## config.mk

```make
export PLATFORM = sky130hd
export DESIGN_NAME = csc_status_cfg
export DESIGN_NICKNAME = d
export VERILOG_FILES = /design/src/verilog/csc_pkg.sv /design/src/verilog/csc_status_cfg.sv
export SDC_FILE = /design/constraint.sdc
export NUM_CORES = 1
export LEC_CHECK = 0
export BUFFER_PORTS_ARGS = -buffer_cell sky130_fd_sc_hd__buf_2
export CAP_MARGIN = 30
export CORE_MARGIN = 3
export CORE_UTILIZATION = 40
export DETAILED_ROUTE_END_ITERATION = 8
export GPL_TIMING_DRIVEN = 0
export PLACE_DENSITY = 0.68
export SETUP_SLACK_MARGIN = 0.02
export SYNTH_ARGS = -nofsm -noshare
export SYNTH_HDL_FRONTEND = slang
export SYNTH_SLANG_ARGS = --single-unit
```

## constraint.sdc

```tcl
create_clock -name sys_clk -period 2.5 [get_ports sys_clk]
set_clock_uncertainty 0.1 [all_clocks]
set_input_delay 0.375 -clock sys_clk [delete_from_list [all_inputs] [get_ports sys_clk]]
set_output_delay 0.375 -clock sys_clk [all_outputs]
set_load 0.03 [all_outputs]
```

## src/verilog/csc_pkg.sv

```systemverilog
// Package for the CAN status and host-interface configuration block
package csc_pkg;
  // Register byte addresses (index times four)
  localparam logic [7:0] CSC_IDX_STATUS   = 8'h01;
  localparam logic [7:0] CSC_IDX_HOSTCFG  = 8'h02;
  localparam logic [7:0] CSC_IDX_CONTROL  = 8'h00;
  localparam logic [9:0] CSC_ADDR_CONTROL = 10'h000;
  localparam logic [9:0] CSC_ADDR_STATUS  = 10'h004;
  localparam logic [9:0] CSC_ADDR_HOSTCFG = 10'h008;
  // Host-interface values in and after reset
  localparam logic [7:0] CSC_HOSTCFG_IN_RST  = 8'he1;
  localparam logic [7:0] CSC_HOSTCFG_AFT_RST = 8'h41;
  localparam logic [7:0] CSC_CONTROL_RST     = 8'h01;
  // Host-interface bit positions
  localparam int CSC_HB_RSTPEND = 7;
  localparam int CSC_HB_SCLKH   = 6;
  localparam int CSC_HB_MCLKH   = 5;
  localparam int CSC_HB_PWD     = 4;
  localparam int CSC_HB_SLEEP   = 3;
  localparam int CSC_HB_IRQSEL  = 2;
  localparam int CSC_HB_STRETCH = 1;
  localparam int CSC_HB_CLKOEN  = 0;
  // Control bit positions
  localparam int CSC_CB_EIE  = 3;
  localparam int CSC_CB_SIE  = 2;
  localparam int CSC_CB_IE   = 1;
  localparam int CSC_CB_INIT = 0;
  // Error counter limits and recovery counts
  localparam logic [8:0] CSC_TEC_BUSOFF   = 9'h100;
  localparam logic [8:0] CSC_EC_WARN      = 9'h060;
  localparam logic [3:0] CSC_RECESSIVE_RUN = 4'hb;
  localparam logic [7:0] CSC_RECOVERY_SEQS = 8'h80;
  localparam logic [7:0] CSC_IRQ_ID_STATUS = 8'h01;
  // Last error codes
  typedef enum logic [2:0] {
    CSC_LEC_NONE  = 3'b000,
    CSC_LEC_STUFF = 3'b001,
    CSC_LEC_FORM  = 3'b010,
    CSC_LEC_ACK   = 3'b011,
    CSC_LEC_BIT1  = 3'b100,
    CSC_LEC_BIT0  = 3'b101,
    CSC_LEC_CRC   = 3'b110,
    CSC_LEC_UNUSD = 3'b111
  } csc_lec_e;
  typedef enum logic [1:0] {
    CSC_PM_NORMAL = 2'b00,
    CSC_PM_SLEEP  = 2'b01,
    CSC_PM_DOWN   = 2'b10
  } csc_pm_e;
  // Protocol events from the CAN engine
  typedef struct packed {
    logic       rx_ok;
    logic       tx_ok;
    logic       err_valid;
    logic [2:0] err_code;
    logic       frame_start;
    logic       bus_activity;
    logic       bit_valid;
    logic       bit_recessive;
  } csc_evt_s;
endpackage : csc_pkg

```

## src/verilog/csc_status_cfg.sv

```systemverilog
// CAN status register, control bits and host-interface configuration
//
// Function
// Transmit counter 256 sets bus-off, halts traffic
// Clearing init starts recovery, zeroes error counters
// Leave bus-off after 128 eleven-recessive sequences
// Warning at 96; interrupt with ERROR_IRQ_ENABLE, IE
// Wake zero in sleep; set on exit
// Status read clears wake flag and interrupt
// Receive flag set per good frame
// Transmit flag set per acknowledged send
// Last error code encoding zero to six
// Recovery recessive bit writes code five
// First error kept; cleared on success
// Status change makes interrupt identifier one
// Every success raises status change interrupt
// Host-interface reads E1 in reset, 41 after
// Reset pending refuses all but host-interface reads
// Host-interface reachable without clock or sleep
// System clock halve selects crystal divided two
// Memory clock halve divides system clock
// Power mode decoded from down and sleep
// Bus activity in sleep clears sleep
// Pin select moves interrupt, primary floats
// Stretch holds clock output until data ready
// Entering bus-off sets init itself
// Read-only bits ignore writes; flags store writes
// Clock output enable gates pin, on after reset
//
// The AHB-Lite slave port is this design's own decision.
`timescale 1ns/1ps
module csc_status_cfg
  import csc_pkg::*;
(
  input  wire logic        sys_clk,
  input  wire logic        rst,
  input  wire logic        hsel,
  input  wire logic [31:0] haddr,
  input  wire logic [1:0]  htrans,
  input  wire logic        hwrite,
  input  wire logic [2:0]  hsize,
  input  wire logic [31:0] hwdata,
  input  wire logic        hready,
  output logic      [31:0] hrdata,
  output logic             hreadyout,
  output logic             hresp,
  input  wire csc_evt_s    evt,
  input  wire logic        doubled_clock_en,
  input  wire logic        clockout_src,
  output logic             sys_clk_en,
  output logic             mem_clk_en,
  output csc_pm_e          power_mode,
  output logic             bus_enable,
  output logic [8:0]       tx_err_count,
  output logic [7:0]       rx_err_count,
  output logic [7:0]       irq_id,
  output logic             irq_primary_o,
  output logic             irq_primary_oe,
  output logic             irq_alternate,
  output logic             clockout
);

  //////////////////////////////////////////////////////////////////////
  // Bus front end
  logic       aph_valid_r;
  logic       aph_write_r;
  logic [9:0] aph_addr_r;
  logic [7:0] control_r;
  logic [7:0] hostcfg_r;
  logic       bus_off_flag_r;
  logic       warn_r;
  logic       wake_flag_r;
  logic       rx_success_flag_r;
  logic       tx_success_flag_r;
  logic [2:0] last_error_code_r;
  logic       in_frame_err_r;
  logic       recovering_r;
  logic [3:0] rec_run_r;
  logic [7:0] rec_seq_r;
  logic       status_irq_r;
  logic       wake_irq_r;
  logic       busoff_irq_r;
  logic       warn_irq_r;
  logic       reset_done_r;
  logic [1:0] sclk_div_r;
  logic       mclk_div_r;
  logic       stretch_hold_r;
  logic [8:0] tec_r;
  logic [7:0] rec_r;
  logic [7:0] status_view;
  logic       wr_ctl;
  logic       wr_sts;
  logic       wr_cfg;
  logic       rd_sts;
  logic       take;
  logic       recov_bit_seen;
  assign take   = hsel && hready && htrans[1];
  assign wr_ctl = aph_valid_r && aph_write_r && aph_addr_r == CSC_ADDR_CONTROL
                  && reset_done_r;
  assign wr_sts = aph_valid_r && aph_write_r && aph_addr_r == CSC_ADDR_STATUS
                  && reset_done_r;
  assign wr_cfg = aph_valid_r && aph_write_r && aph_addr_r == CSC_ADDR_HOSTCFG
                  && reset_done_r;
  assign rd_sts = take && !hwrite && haddr[9:0] == CSC_ADDR_STATUS && reset_done_r;
  // Zero wait states: the data phase always completes in one cycle
  assign hreadyout = 1'b1;
  assign hresp     = 1'b0;
  always_ff @(posedge sys_clk) begin
    if (rst) begin
      aph_valid_r <= 1'b0;
      aph_write_r <= 1'b0;
      aph_addr_r  <= 10'h000;
    end else begin
      aph_valid_r <= take;
      aph_write_r <= hwrite;
      aph_addr_r  <= haddr[9:0];
    end
  end
  // Read data registered at the address phase; other addresses read zero
  // Reads win over reset so the host can poll the pending flag in reset
  always_ff @(posedge sys_clk) begin
    if (take && !hwrite) begin
      hrdata <= 32'h0000_0000;
      if (haddr[9:0] == CSC_ADDR_HOSTCFG)
        hrdata[7:0] <= hostcfg_r;
      else if (reset_done_r && haddr[9:0] == CSC_ADDR_STATUS)
        hrdata[7:0] <= status_view;
      else if (reset_done_r && haddr[9:0] == CSC_ADDR_CONTROL)
        hrdata[7:0] <= control_r;
    end else if (rst) begin
      hrdata <= 32'h0000_0000;
    end
  end
  //////////////////////////////////////////////////////////////////////
  // Reset pending and host-interface register
  // One cycle after release the pending flag drops; host polls it
  always_ff @(posedge sys_clk) begin
    if (rst) reset_done_r <= 1'b0;
    else     reset_done_r <= 1'b1;
  end
  always_ff @(posedge sys_clk) begin
    if (rst) begin
      hostcfg_r <= CSC_HOSTCFG_IN_RST;
    end else begin
      if (!reset_done_r)
        hostcfg_r <= CSC_HOSTCFG_AFT_RST;
      else if (wr_cfg)
        hostcfg_r <= {1'b0, hwdata[6:0]};
      if (reset_done_r && power_mode == CSC_PM_SLEEP && evt.bus_activity
          && !(wr_cfg && hwdata[CSC_HB_SLEEP]))
        hostcfg_r[CSC_HB_SLEEP] <= 1'b0;
    end
  end
  always_comb begin
    unique case ({hostcfg_r[CSC_HB_PWD], hostcfg_r[CSC_HB_SLEEP]})
      2'b00:   power_mode = CSC_PM_NORMAL;
      2'b01:   power_mode = CSC_PM_SLEEP;
      default: power_mode = CSC_PM_DOWN;
    endcase
  end
  //////////////////////////////////////////////////////////////////////
  // Clock enables
  // Doubled clock is always halved (crystal rate); halve bit keeps one in four
  always_ff @(posedge sys_clk) begin
    if (rst) sclk_div_r <= 2'b00;
    else if (doubled_clock_en) sclk_div_r <= sclk_div_r + 2'b01;
  end
  assign sys_clk_en = doubled_clock_en && (hostcfg_r[CSC_HB_SCLKH] ?
                      (sclk_div_r == 2'b11) : sclk_div_r[0]);
  always_ff @(posedge sys_clk) begin
    if (rst) mclk_div_r <= 1'b0;
    else if (sys_clk_en) mclk_div_r <= ~mclk_div_r;
  end
  assign mem_clk_en = sys_clk_en && (!hostcfg_r[CSC_HB_MCLKH] || mclk_div_r);
  // Stretch: held from address acceptance until read data stands
  always_ff @(posedge sys_clk) begin
    if (rst) stretch_hold_r <= 1'b0;
    else     stretch_hold_r <= take && hostcfg_r[CSC_HB_STRETCH];
  end
  assign clockout = clockout_src && hostcfg_r[CSC_HB_CLKOEN]
                    && !stretch_hold_r && !(take && hostcfg_r[CSC_HB_STRETCH]);
  //////////////////////////////////////////////////////////////////////
  // Control bits and error counters
  assign recov_bit_seen = recovering_r && evt.bit_valid && evt.bit_recessive;
  always_ff @(posedge sys_clk) begin
    if (rst) begin
      control_r <= CSC_CONTROL_RST;
    end else begin
      if (wr_ctl) control_r <= {4'h0, hwdata[3:0]};
      if (!bus_off_flag_r && tec_r >= CSC_TEC_BUSOFF)
        control_r[CSC_CB_INIT] <= 1'b1;
    end
  end
  // Counters grow on errors; recovery start zeroes both
  always_ff @(posedge sys_clk) begin
    if (rst) begin
      tec_r <= 9'h000;
      rec_r <= 8'h00;
    end else if (bus_off_flag_r && wr_ctl && !hwdata[CSC_CB_INIT]) begin
      tec_r <= 9'h000;
      rec_r <= 8'h00;
    end else if (evt.err_valid && bus_enable) begin
      if (evt.err_code >= CSC_LEC_ACK && tec_r < CSC_TEC_BUSOFF)
        tec_r <= tec_r + 9'h008;
      else if (evt.err_code < CSC_LEC_ACK && rec_r != 8'hff)
        rec_r <= rec_r + 8'h01;
    end
  end
  assign tx_err_count = tec_r;
  assign rx_err_count = rec_r;
  assign bus_enable = !bus_off_flag_r && !control_r[CSC_CB_INIT];
  //////////////////////////////////////////////////////////////////////
  // Bus-off and recovery
  always_ff @(posedge sys_clk) begin
    if (rst) begin
      bus_off_flag_r <= 1'b0;
      recovering_r   <= 1'b0;
      rec_run_r      <= 4'h0;
      rec_seq_r      <= 8'h00;
    end else begin
      if (!bus_off_flag_r && tec_r >= CSC_TEC_BUSOFF)
        bus_off_flag_r <= 1'b1;
      if (bus_off_flag_r && wr_ctl && !hwdata[CSC_CB_INIT]) begin
        recovering_r <= 1'b1;
        rec_run_r    <= 4'h0;
        rec_seq_r    <= 8'h00;
      end else if (recovering_r && evt.bit_valid) begin
        if (!evt.bit_recessive) begin
          rec_run_r <= 4'h0;
        end else if (rec_run_r == CSC_RECESSIVE_RUN - 4'h1) begin
          rec_run_r <= 4'h0;
          if (rec_seq_r == CSC_RECOVERY_SEQS - 8'h01) begin
            recovering_r   <= 1'b0;
            bus_off_flag_r <= 1'b0;
          end
          rec_seq_r <= rec_seq_r + 8'h01;
        end else begin
          rec_run_r <= rec_run_r + 4'h1;
        end
      end
    end
  end
  //////////////////////////////////////////////////////////////////////
  // Status flags
  always_ff @(posedge sys_clk) begin
    if (rst) warn_r <= 1'b0;
    else     warn_r <= tec_r >= CSC_EC_WARN || {1'b0, rec_r} >= CSC_EC_WARN;
  end
  // Hardware set wins over a host write clearing the same flag
  always_ff @(posedge sys_clk) begin
    if (rst) begin
      rx_success_flag_r <= 1'b0;
      tx_success_flag_r <= 1'b0;
    end else begin
      if (wr_sts) rx_success_flag_r <= hwdata[4];
      if (wr_sts) tx_success_flag_r <= hwdata[3];
      if (evt.rx_ok && bus_enable) rx_success_flag_r <= 1'b1;
      if (evt.tx_ok && bus_enable) tx_success_flag_r <= 1'b1;
    end
  end
  always_ff @(posedge sys_clk) begin
    if (rst) begin
      last_error_code_r <= CSC_LEC_NONE;
      in_frame_err_r    <= 1'b0;
    end else begin
      if (wr_sts) last_error_code_r <= hwdata[2:0];
      if (evt.frame_start) in_frame_err_r <= 1'b0;
      if (recov_bit_seen) begin
        last_error_code_r <= CSC_LEC_BIT0;
      end else if (bus_enable && evt.err_valid && !in_frame_err_r) begin
        last_error_code_r <= evt.err_code;
        in_frame_err_r    <= 1'b1;
      end else if (bus_enable && (evt.rx_ok || evt.tx_ok)) begin
        last_error_code_r <= CSC_LEC_NONE;
      end
    end
  end
  // Wake: cleared while sleeping or by status read, set on leaving
  always_ff @(posedge sys_clk) begin
    if (rst) begin
      wake_flag_r <= 1'b0;
    end else if (power_mode == CSC_PM_SLEEP && evt.bus_activity) begin
      wake_flag_r <= 1'b1;
    end else if (wr_cfg && power_mode == CSC_PM_SLEEP && !hwdata[CSC_HB_SLEEP]
                 && !hwdata[CSC_HB_PWD]) begin
      wake_flag_r <= 1'b1;
    end else if (wr_cfg && power_mode == CSC_PM_DOWN && !hwdata[CSC_HB_PWD]) begin
      wake_flag_r <= 1'b1;
    end else if (power_mode == CSC_PM_SLEEP || rd_sts) begin
      wake_flag_r <= 1'b0;
    end
  end
  assign status_view = {bus_off_flag_r, warn_r, wake_flag_r, rx_success_flag_r,
                        tx_success_flag_r, last_error_code_r};
  //////////////////////////////////////////////////////////////////////
  // Interrupts
  logic status_evt;
  assign status_evt = bus_enable && (evt.rx_ok || evt.tx_ok || evt.err_valid);
  always_ff @(posedge sys_clk) begin
    if (rst) begin
      status_irq_r <= 1'b0;
      wake_irq_r   <= 1'b0;
    end else begin
      if (rd_sts) status_irq_r <= 1'b0;
      if (rd_sts) wake_irq_r   <= 1'b0;
      if (control_r[CSC_CB_SIE] && (status_evt || recov_bit_seen))
        status_irq_r <= 1'b1;
      if (control_r[CSC_CB_SIE] && power_mode != CSC_PM_NORMAL && evt.bus_activity)
        wake_irq_r <= 1'b1;
    end
  end
  always_ff @(posedge sys_clk) begin
    if (rst) begin
      busoff_irq_r <= 1'b0;
      warn_irq_r   <= 1'b0;
    end else begin
      if (rd_sts) busoff_irq_r <= 1'b0;
      if (rd_sts) warn_irq_r   <= 1'b0;
      if (control_r[CSC_CB_EIE] && !bus_off_flag_r && tec_r >= CSC_TEC_BUSOFF)
        busoff_irq_r <= 1'b1;
      if (control_r[CSC_CB_EIE] && !warn_r &&
          (tec_r >= CSC_EC_WARN || {1'b0, rec_r} >= CSC_EC_WARN))
        warn_irq_r <= 1'b1;
    end
  end
  logic irq_any;
  assign irq_any = control_r[CSC_CB_IE] &&
                   (status_irq_r || wake_irq_r || busoff_irq_r || warn_irq_r);
  assign irq_id  = (status_irq_r || wake_irq_r || busoff_irq_r || warn_irq_r) ?
                   CSC_IRQ_ID_STATUS : 8'h00;
  // Primary pin is active-low interrupt, floats when moved away
  assign irq_primary_o  = !irq_any;
  assign irq_primary_oe = !hostcfg_r[CSC_HB_IRQSEL];
  assign irq_alternate  = hostcfg_r[CSC_HB_IRQSEL] && irq_any;
  //////////////////////////////////////////////////////////////////////
  // Checks
  a_busoff_sets_init: assert property (@(posedge sys_clk) disable iff (rst)
    (!bus_off_flag_r && tec_r >= CSC_TEC_BUSOFF) |=> bus_off_flag_r && control_r[0])
    else $error("bus-off entry missed");
  a_recov_clears_cnt: assert property (@(posedge sys_clk) disable iff (rst)
    (bus_off_flag_r && wr_ctl && !hwdata[0]) |=> tec_r == 9'h000 && recovering_r)
    else $error("recovery start wrong");
  a_warn_level: assert property (@(posedge sys_clk) disable iff (rst)
    (tec_r >= CSC_EC_WARN) |=> warn_r)
    else $error("warning not set");
  a_stsread_clr_wake: assert property (@(posedge sys_clk) disable iff (rst)
    (rd_sts && power_mode == CSC_PM_NORMAL) |=> !wake_flag_r && !wake_irq_r)
    else $error("status read kept wake");
  a_rx_sets_flag: assert property (@(posedge sys_clk) disable iff (rst)
    (evt.rx_ok && bus_enable) |=> rx_success_flag_r)
    else $error("receive flag not set");
  a_recov_code5: assert property (@(posedge sys_clk) disable iff (rst)
    recov_bit_seen |=> last_error_code_r == CSC_LEC_BIT0)
    else $error("recovery code not five");
  a_sie_irq_id: assert property (@(posedge sys_clk) disable iff (rst)
    (control_r[2] && status_evt) |=> irq_id == CSC_IRQ_ID_STATUS)
    else $error("status irq id missing");
  a_cfg_after_rst: assert property (@(posedge sys_clk)
    $fell(rst) |=> hostcfg_r == CSC_HOSTCFG_AFT_RST)
    else $error("host-interface not 41 after reset");
  a_irq_pin_float: assert property (@(posedge sys_clk) disable iff (rst)
    hostcfg_r[2] |-> !irq_primary_oe)
    else $error("primary pin driven");
  a_stretch_hold: assert property (@(posedge sys_clk) disable iff (rst)
    (take && hostcfg_r[CSC_HB_STRETCH]) |=> !clockout)
    else $error("clock output not held");

endmodule : csc_status_cfg

```

==> results.txt, run 1 <==
Startpoint Class -> register
Seq cells post-synth -> 77
pwr dens -> 539 nW/um^2
total congestion overflow -> 0
vias in the first global route -> 2993
dpl cell area -> 4420 sq um
Reg area -> 1620 sq um
register-to-register setup slack -> 0.52 ns
WP data arrival -> 1.63 ns
Final setup viols -> 0
register area share after synthesis -> 42.6%
row cnt -> 34
finished layout cell area -> 4630 sq um
DR pass1 iterations -> 4
die area -> 10700 sq um
worst setup path start -> warn_irq_r
Root Buffer -> clkbuf_8
Worst R2R End -> rx_err_count[6]
Cells after Synth -> 415
RD Place Congestion -> 0.803
fin util -> 51.5%
share of layout cells above drive strength 1 -> 26.7%
Peak VDD IR -> 416 uV
cts repair resizes -> 0
element type at the critical path end -> output pin
worst hold slack -> 0.136 ns
Ports -> 154
ranking of synthesized cells by area -> dfxtp_1 36%, buf_4 7.5%, edfxtp_1 6.3%, nor2_1 4.2%, mux2i_1 3.9%
R2R cell count -> 5
H-tree Lvls -> 3
leading area contributor after synthesis -> dfxtp_1
Worst Max-Slew Pin Slew -> 0.654 ns
vias post-DR -> 3155
Slew HR -> 56.0%
asr flop ratio synth -> 0%
chip height -> 104 microns
DRT iter0 DRCs -> 96
GR Util All Layers -> 16.3%
Via density -> 4.80
Post-Syn Area per Cell -> 9.17 sq um
maximum clock rate -> 475 MHz
final hold violations -> 0
Pleak -> 2.00 nW
Max Cap Viol -> 0
count leader, synth -> dfxtp_1
placed instance count -> 641
CP endpoint -> irq_alternate
pin count of the biggest net entering global routing -> 16
# DRC -> 0
unrepaired setup endpoints after global routing -> no
Mapped Area -> 3810 sq um
post-route insts no fill -> 657
first-pass GRT wire length -> 14400 microns
Hold-fix buffers, CTS -> 0
Post-CTS Setup Bufs -> 0
crit-path max FO -> 2
Final Critical Period -> 2.10 ns
CTS tree -> done
HP Class -> input pin to register
Area Overhead vs Synth -> 21.6%
core area -> 8980 sq um
multi-input logic area -> 1920 sq um
worst r2r src -> aph_addr_r[5]
routed len/inst -> 13.0 microns
antenna diode instance count -> 0
clock tree buffer depth -> 2
yosys warns -> 0
post-DP HPWL -> 6700 microns
drt total wl -> 8560 microns
Yosys cell types -> 60
Tcrit/Tclk final -> 84.1%
die width -> 104 microns
CTS clk-pin slew, worst paths -> 0.09 ns
CTS buffer count -> 9
Routed Antenna Nets -> 0
worst-skew pair later-pin latency -> 0.35 ns
clk sink count -> 77
commonest register cell after synthesis -> dfxtp_1
FILL cells -> 857
Synth top area share -> 36.3%
Post-synth EDFFs -> 8
Worst Path Required -> 2.03 ns
NumNets Final -> 620
Synth top cells by count -> 69 x dfxtp_1, 43 x nor2_1, 38 x buf_4, 24 x nand2_1, 22 x a21oi_1
Crit Path Class -> register to output pin
status -> complete, no violations
initial antenna violation count -> 0
setup TNS -> 0 ns
port bufs -> 66
max-slew violation count -> 0
Initial Util -> 42.4%
flip-flops by register name (all words and copies together), names as in the netlist, 2 cells and up:
register,flops
rec_run_r,4
control_r,4
aph_addr_r,10
last_error_code_r,3
hostcfg_r,8
hrdata,8
sclk_div_r,2
rec_seq_r,8
tx_err_count,6
rx_err_count,8
per-stage QoR:
step           power (mW)  setup slack, ns
2_1_floorplan        1.49            0.502
3_3_place_gp         1.56            0.395
3_5_place_dp         1.56            0.407
4_1_cts              2.53            0.366
5_1_grt              2.61            0.327
6_report             2.49            0.397
critical path: stages, from the launching register on:
cell and delay, ns:
dfxtp_1 0.32, or4_1 0.58, nand2_1 0.16, nor2_1 0.05, buf_2 0.17
power breakdown:
part / internal [mW] / total (mW) / switching, mW
Sequential: 1.27 / 1.28 / 0.0114
Clock: 0.474 / 0.957 / 0.483
Combinational: 0.0914 / 0.256 / 0.164
worst min path at each step:
stage	to	cells after the start	slack [ns]	startpoint
final	hostcfg_r[6]	3	0.14	hwdata[6]
after global routing	aph_addr_r[0]	2	0.14	haddr[0]
after CTS	hostcfg_r[6]	3	0.12	hwdata[6]
after detailed placement	wake_irq_r	2	0.34	wake_irq_r
after global placement	hostcfg_r[7]	2	0.34	hostcfg_r[7]
after floorplan	wake_irq_r	2	0.33	wake_irq_r
layer usage:
metal	part of all wire [%]	GRT usage, %	routed length, microns
met1	46	20.6	3940
met2	46	26.7	3920
met3	6.8	5.47	582
met4	1.3	4.56	114
met5	0	0	0
cell type report:
| class | instances | share of cell area [%] |
|---|---|---|
| multi-input combinational | 305 | 41.4 |
| sequential | 77 | 35.0 |
| timing repair buffer | 66 | 7.14 |
| buffer | 49 | 7.08 |
| tap | 126 | 3.41 |
| clock buffer | 9 | 2.68 |
| clock inverter | 7 | 1.76 |
| inverter | 18 | 1.46 |
cells in the final DEF, fill, tap and decap left out, types with 10 or more instances in the layout:
master | netlist | final
clkbuf_1 | 10 | 10
nand2_1 | 24 | 24
nor2b_1 | 16 | 16
buf_2 | 1 | 67
dfxtp_1 | 69 | 69
inv_1 | 17 | 17
a21oi_1 | 22 | 22
conb_1 | 2 | 36
o21ai_0 | 10 | 10
a22oi_1 | 11 | 11
buf_4 | 38 | 38
xnor2_1 | 11 | 11
nor3_1 | 10 | 10
nor2_1 | 43 | 43
nand3_1 | 16 | 16
mux2i_1 | 15 | 15
cells by family after synthesis:
group           share of synthesized area (%)
compound gates                           11.4
other cells                             0.197
fa+ha+maj                                2.63
mux                                      5.42
flops                                    42.6
buf+inv                                  10.4
xor+xnor                                 2.53
simple gates                             24.9
No activity file was read; power rests on OpenSTA's default activity.
==> run 2, diff against run 1 <==
--- a/config.mk
+++ b/config.mk
@@ -11,7 +11,7 @@
 export CORE_UTILIZATION = 40
 export DETAILED_ROUTE_END_ITERATION = 8
 export GPL_TIMING_DRIVEN = 0
-export PLACE_DENSITY = 0.68
+export PLACE_DENSITY = 0.71
 export SETUP_SLACK_MARGIN = 0.02
 export SYNTH_ARGS = -nofsm -noshare
 export SYNTH_HDL_FRONTEND = slang
==> constraint.sdc (replaced) <==
create_clock -name sys_clk -period 1.9 [get_ports sys_clk]
set_clock_uncertainty 0.1 [all_clocks]
set_input_delay 0.285 -clock sys_clk [delete_from_list [all_inputs] [get_ports sys_clk]]
set_output_delay 0.285 -clock sys_clk [all_outputs]
set_load 0.03 [all_outputs]
==> run 2 against run 1 <==
Clock-buffer cell count is the same. First-iteration DRC count grew 55%. Register-to-register slack lost 0.43 ns. Total power grew 31%. Wire length grew 5.1%. Design area grew 2.7%. Sequential share of layout area shrank 0.77 points. Clock power grew 29%. Worst hold slack lost 0.092 ns. Non-clock buffer count grew 4. Global-route usage grew 0.44 points. Setup slack lost 0.36 ns. Critical endpoint unchanged.
==> results.txt, run 2 (synthesis results as in run 1) <==
Startpoint Class -> register
# DRC -> 0
row cnt -> 34
Via density -> 4.91
maximum clock rate -> 536 MHz
WP data arrival -> 1.48 ns
placed instance count -> 641
final hold violations -> 0
max-slew violation count -> 0
vias post-DR -> 3243
DRT iter0 DRCs -> 149
crit-path max FO -> 2
Tcrit/Tclk final -> 98.2%
Crit Path Class -> register to output pin
port bufs -> 66
CTS buffer count -> 9
unrepaired setup endpoints after global routing -> yes
vias in the first global route -> 3154
drt total wl -> 9000 microns
Hold-fix buffers, CTS -> 0
post-DP HPWL -> 6770 microns
element type at the critical path end -> output pin
die area -> 10700 sq um
commonest cells after routing, fill and taps aside -> 64 x dfxtp_1, 63 x buf_2, 44 x buf_4, 42 x nor2_1, 36 x conb_1
status -> complete, no violations
CTS clk-pin slew, worst paths -> 0.09 ns
Worst Max-Slew Pin Slew -> 0.574 ns
DR pass1 iterations -> 4
worst-skew pair later-pin latency -> 0.35 ns
share of layout cells above drive strength 1 -> 30.3%
Worst Path Required -> 1.51 ns
total congestion overflow -> 0
Pleak -> 2.06 nW
HP Class -> input pin to register
Ports -> 154
Root Buffer -> clkbuf_8
antenna diode instance count -> 0
chip height -> 104 microns
fin util -> 52.9%
hold path startpoint -> hwdata[6]
max reg flops -> 10
setup TNS -> 0 ns
routed len/inst -> 13.6 microns
clk sink count -> 77
Reg with most FFs -> aph_addr_r
Final setup viols -> 0
worst r2r src -> bus_off_flag_r
post-route insts no fill -> 661
NumNets Final -> 624
core area -> 8980 sq um
die width -> 104 microns
pwr dens -> 688 nW/um^2
GR Util All Layers -> 16.7%
first-pass GRT wire length -> 14800 microns
clock tree buffer depth -> 2
FILL cells -> 843
most common cell after layout, fill and taps aside -> dfxtp_1
Final Critical Period -> 1.87 ns
Initial Util -> 42.4%
H-tree Lvls -> 3
Max Cap Viol -> 0
Routed Antenna Nets -> 0
Slew HR -> 61.4%
worst setup path start -> status_irq_r
pre-CTS setup slack -> -0.131 ns
worst setup margin -> 0.0347 ns
Peak VDD IR -> 494 uV
initial antenna violation count -> 0
CTS tree -> done
pin count of the biggest net entering global routing -> 15
RD Place Congestion -> 0.829
Area Overhead vs Synth -> 24.8%
==> run 2: final cells by class <==
cell class                 instances  area [sq um]  area share (%)
tap                              126           158            3.32
inverter                          18          67.6            1.42
clock buffer                       9           124            2.61
clock inverter                     7          73.8            1.55
multi-input combinational        305          1990            42.0
timing repair buffer              70           378            7.96
buffer                            49           328            6.90
sequential                        77          1630            34.3
==> run 2: critical path, cell delays in order (launching register included) <==
cell     delay (ns)
dfxtp_2        0.32
or4_4          0.57
nand2_4        0.08
nor2_2         0.03
buf_6          0.13
==> run 2: metrics by stage <==
step                total power, mW  instance area (sq um)  hold slack, ns
CTS                            3.28                   4660          0.0344
floorplan                      1.97                   3940           0.266
global route                   3.40                   4750          0.0449
finish                         3.27                   4750          0.0435
global placement               2.05                   4420           0.338
detailed placement             2.06                   4420           0.348
==> run 2: routing by layer <==
layer / vias to the layer above / GRT usage [%] / part of all wire, %
met4: 0 / 3.70 / 0.76
met5: - / 0 / 0
li1: 1630 / - / -
met1: 1501 / 21.7 / 46
met3: 6 / 6.41 / 7.4
met2: 106 / 26.6 / 46
==> run 2: path summary, 6_finish.rpt <==
kind | to | slack [ns] | cells past startpoint
setup / recovery | irq_alternate | 0.03 | 4
hold / removal | hostcfg_r[6] | 0.04 | 3
setup reg to reg | tx_err_count[6] | 0.09 | 5
hold reg to reg | status_irq_r | 0.37 | 2
==> run 2: timing repair <==
action                     CTS  global route
hold endpoints to repair     0             0
buffers inserted             2             2
pin swaps                    4             5
setup endpoints to repair   25            28
gates resized for setup      7            21
==> run 2: power by group <==
group          leakage, nW  internal, mW  switching, mW
Clock               0.0996         0.611          0.623
Combinational         1.31         0.127          0.224
Sequential           0.646          1.67         0.0156
==> run 3, diff against run 2 <==
--- a/config.mk
+++ b/config.mk
@@ -5,14 +5,15 @@
 export SDC_FILE = /design/constraint.sdc
 export NUM_CORES = 1
 export LEC_CHECK = 0
+export ABC_CLOCK_PERIOD_IN_PS = 1900
 export BUFFER_PORTS_ARGS = -buffer_cell sky130_fd_sc_hd__buf_2
 export CAP_MARGIN = 30
 export CORE_MARGIN = 3
-export CORE_UTILIZATION = 40
+export CORE_UTILIZATION = 30
 export DETAILED_ROUTE_END_ITERATION = 8
 export GPL_TIMING_DRIVEN = 0
-export PLACE_DENSITY = 0.71
 export SETUP_SLACK_MARGIN = 0.02
+export SLEW_MARGIN = 10
 export SYNTH_ARGS = -nofsm -noshare
 export SYNTH_HDL_FRONTEND = slang
 export SYNTH_SLANG_ARGS = --single-unit
==> run 3 against run 2 <==
Utilization down 13 points. Total power up 14%. Maximum frequency down 0.25%. Largest cell class unchanged.
==> results.txt, run 3 (synthesis results as in run 1) <==
status -> complete, no violations
element type at the critical path end -> output pin
Worst path slowest cell -> or4_4
Pleak -> 2.10 nW
Worst path max stage delay -> 0.56 ns
clock tree buffer depth -> 2
WP data arrival -> 1.49 ns
Peak VDD IR -> 416 uV
drt total wl -> 9330 microns
most common cell after layout, fill and taps aside -> dfxtp_1
worst hold slack -> 0.0721 ns
CP Cell Sequence -> or4_4 > nand2_2 > nor2_1 > buf_4
initial antenna violation count -> 1
Ports -> 154
total congestion overflow -> 0
worst-skew pair later-pin latency -> 0.33 ns
antenna diode instance count -> 0
DRT iter0 DRCs -> 125
Initial Util -> 31.2%
RD Place Congestion -> 0.777
FILL cells -> 1266
unrepaired setup endpoints after global routing -> yes
DR pass1 iterations -> 4
GR Util All Layers -> 13.3%
first-pass GRT wire length -> 15000 microns
maximum clock rate -> 535 MHz
routed len/inst -> 13.2 microns
vias in the first global route -> 3112
CTS tree -> done
Routed Antenna Nets -> 0
commonest cells after routing, fill and taps aside -> 66 x dfxtp_1, 65 x buf_2, 47 x buf_4, 43 x nor2_1, 36 x conb_1
post-route insts no fill -> 706
Reg with most FFs -> aph_addr_r
register-to-register setup slack -> 0.08 ns
NumNets Final -> 627
Crit Path Class -> register to output pin
worst setup path start -> warn_irq_r
placed instance count -> 683
pwr dens -> 765 nW/um^2
max-slew violation count -> 0
Max Cap Viol -> 0
clk sink count -> 77
Via density -> 4.65
core area -> 12200 sq um
Area Overhead vs Synth -> 28.5%
Root Buffer -> clkbuf_16
port bufs -> 66
max reg flops -> 10
CTS clk-pin slew, worst paths -> 0.06 ns
vias post-DR -> 3285
CTS buffer count -> 9
Worst Path Required -> 1.51 ns
crit-path max FO -> 2
chip height -> 119 microns
Worst Max-Slew Pin Slew -> 0.720 ns
worst r2r src -> bus_off_flag_r
Slew HR -> 51.5%
Final setup viols -> 0
Final Critical Period -> 1.87 ns
hold path startpoint -> hwdata[6]
post-DP HPWL -> 7140 microns
pin count of the biggest net entering global routing -> 15
die width -> 119 microns
row cnt -> 40
# DRC -> 0
HP Class -> input pin to register
H-tree Lvls -> 3
share of layout cells above drive strength 1 -> 29.7%
die area -> 14100 sq um
Startpoint Class -> register
Tcrit/Tclk final -> 98.4%
final hold violations -> 0
## run 3: per-layer routing
layer | vias to the layer above | GRT usage [%] | share of wire, %
li1 | 1629 | - | -
met1 | 1538 | 16.1 | 45
met2 | 98 | 21.8 | 47
met3 | 18 | 4.69 | 6.1
met5 | - | 0 | 0.075
met4 | 2 | 4.63 | 1.8
## run 3: worst max-delay path: cells and delay by family, from the launching register on
family / cells / cell delay, ns
simple gates: 3 / 0.68
flops: 1 / 0.31
buf+inv: 1 / 0.16
## run 3: report_power, final
part           internal [mW]  switching, mW  leakage, nW  total [mW]
Sequential              1.67         0.0159        0.645        1.69
Combinational          0.127          0.225         1.31       0.352
Clock                   1.02          0.679        0.146        1.70
## run 3: repair_timing
action | CTS | global route
endpoints found under the setup margin | 23 | 27
hold buffers | 0 | 0
setup buffers | 2 | 5
pin swaps | 4 | 7
resized for setup | 3 | 14
## run 3: cell type report
cell class	instances	area (sq um)	share of cell area, %
Inverter	18	67.6	1.38
Multi-Input combinational cell	305	1970	40.3
Buffer	49	328	6.70
Clock inverter	7	73.8	1.51
Timing Repair Buffer	73	388	7.93
Tap cell	168	210	4.30
Clock buffer	9	225	4.61
Sequential cell	77	1630	33.2
## run 3: worst paths after layout
check | cells past startpoint | to
setup / recovery | 4 | irq_alternate
hold / removal | 3 | hostcfg_r[6]
setup reg to reg | 5 | tx_err_count[4]
hold reg to reg | 2 | status_irq_r
## run 3: per-stage QoR
step	power (mW)	TNS, ns	setup WS [ns]	utilization, %	cell area, sq um
6_report	3.74	0	0.0299	40.0	4890
5_1_grt	3.90	-0.0815	-0.0233	40.0	4890
4_1_cts	3.77	0	0.0164	39.4	4810
3_5_place_dp	2.06	-4.05	-0.209	36.7	4480
3_3_place_gp	2.05	-2.86	-0.125	36.7	4480
2_1_floorplan	1.97	0	0.101	-	3940
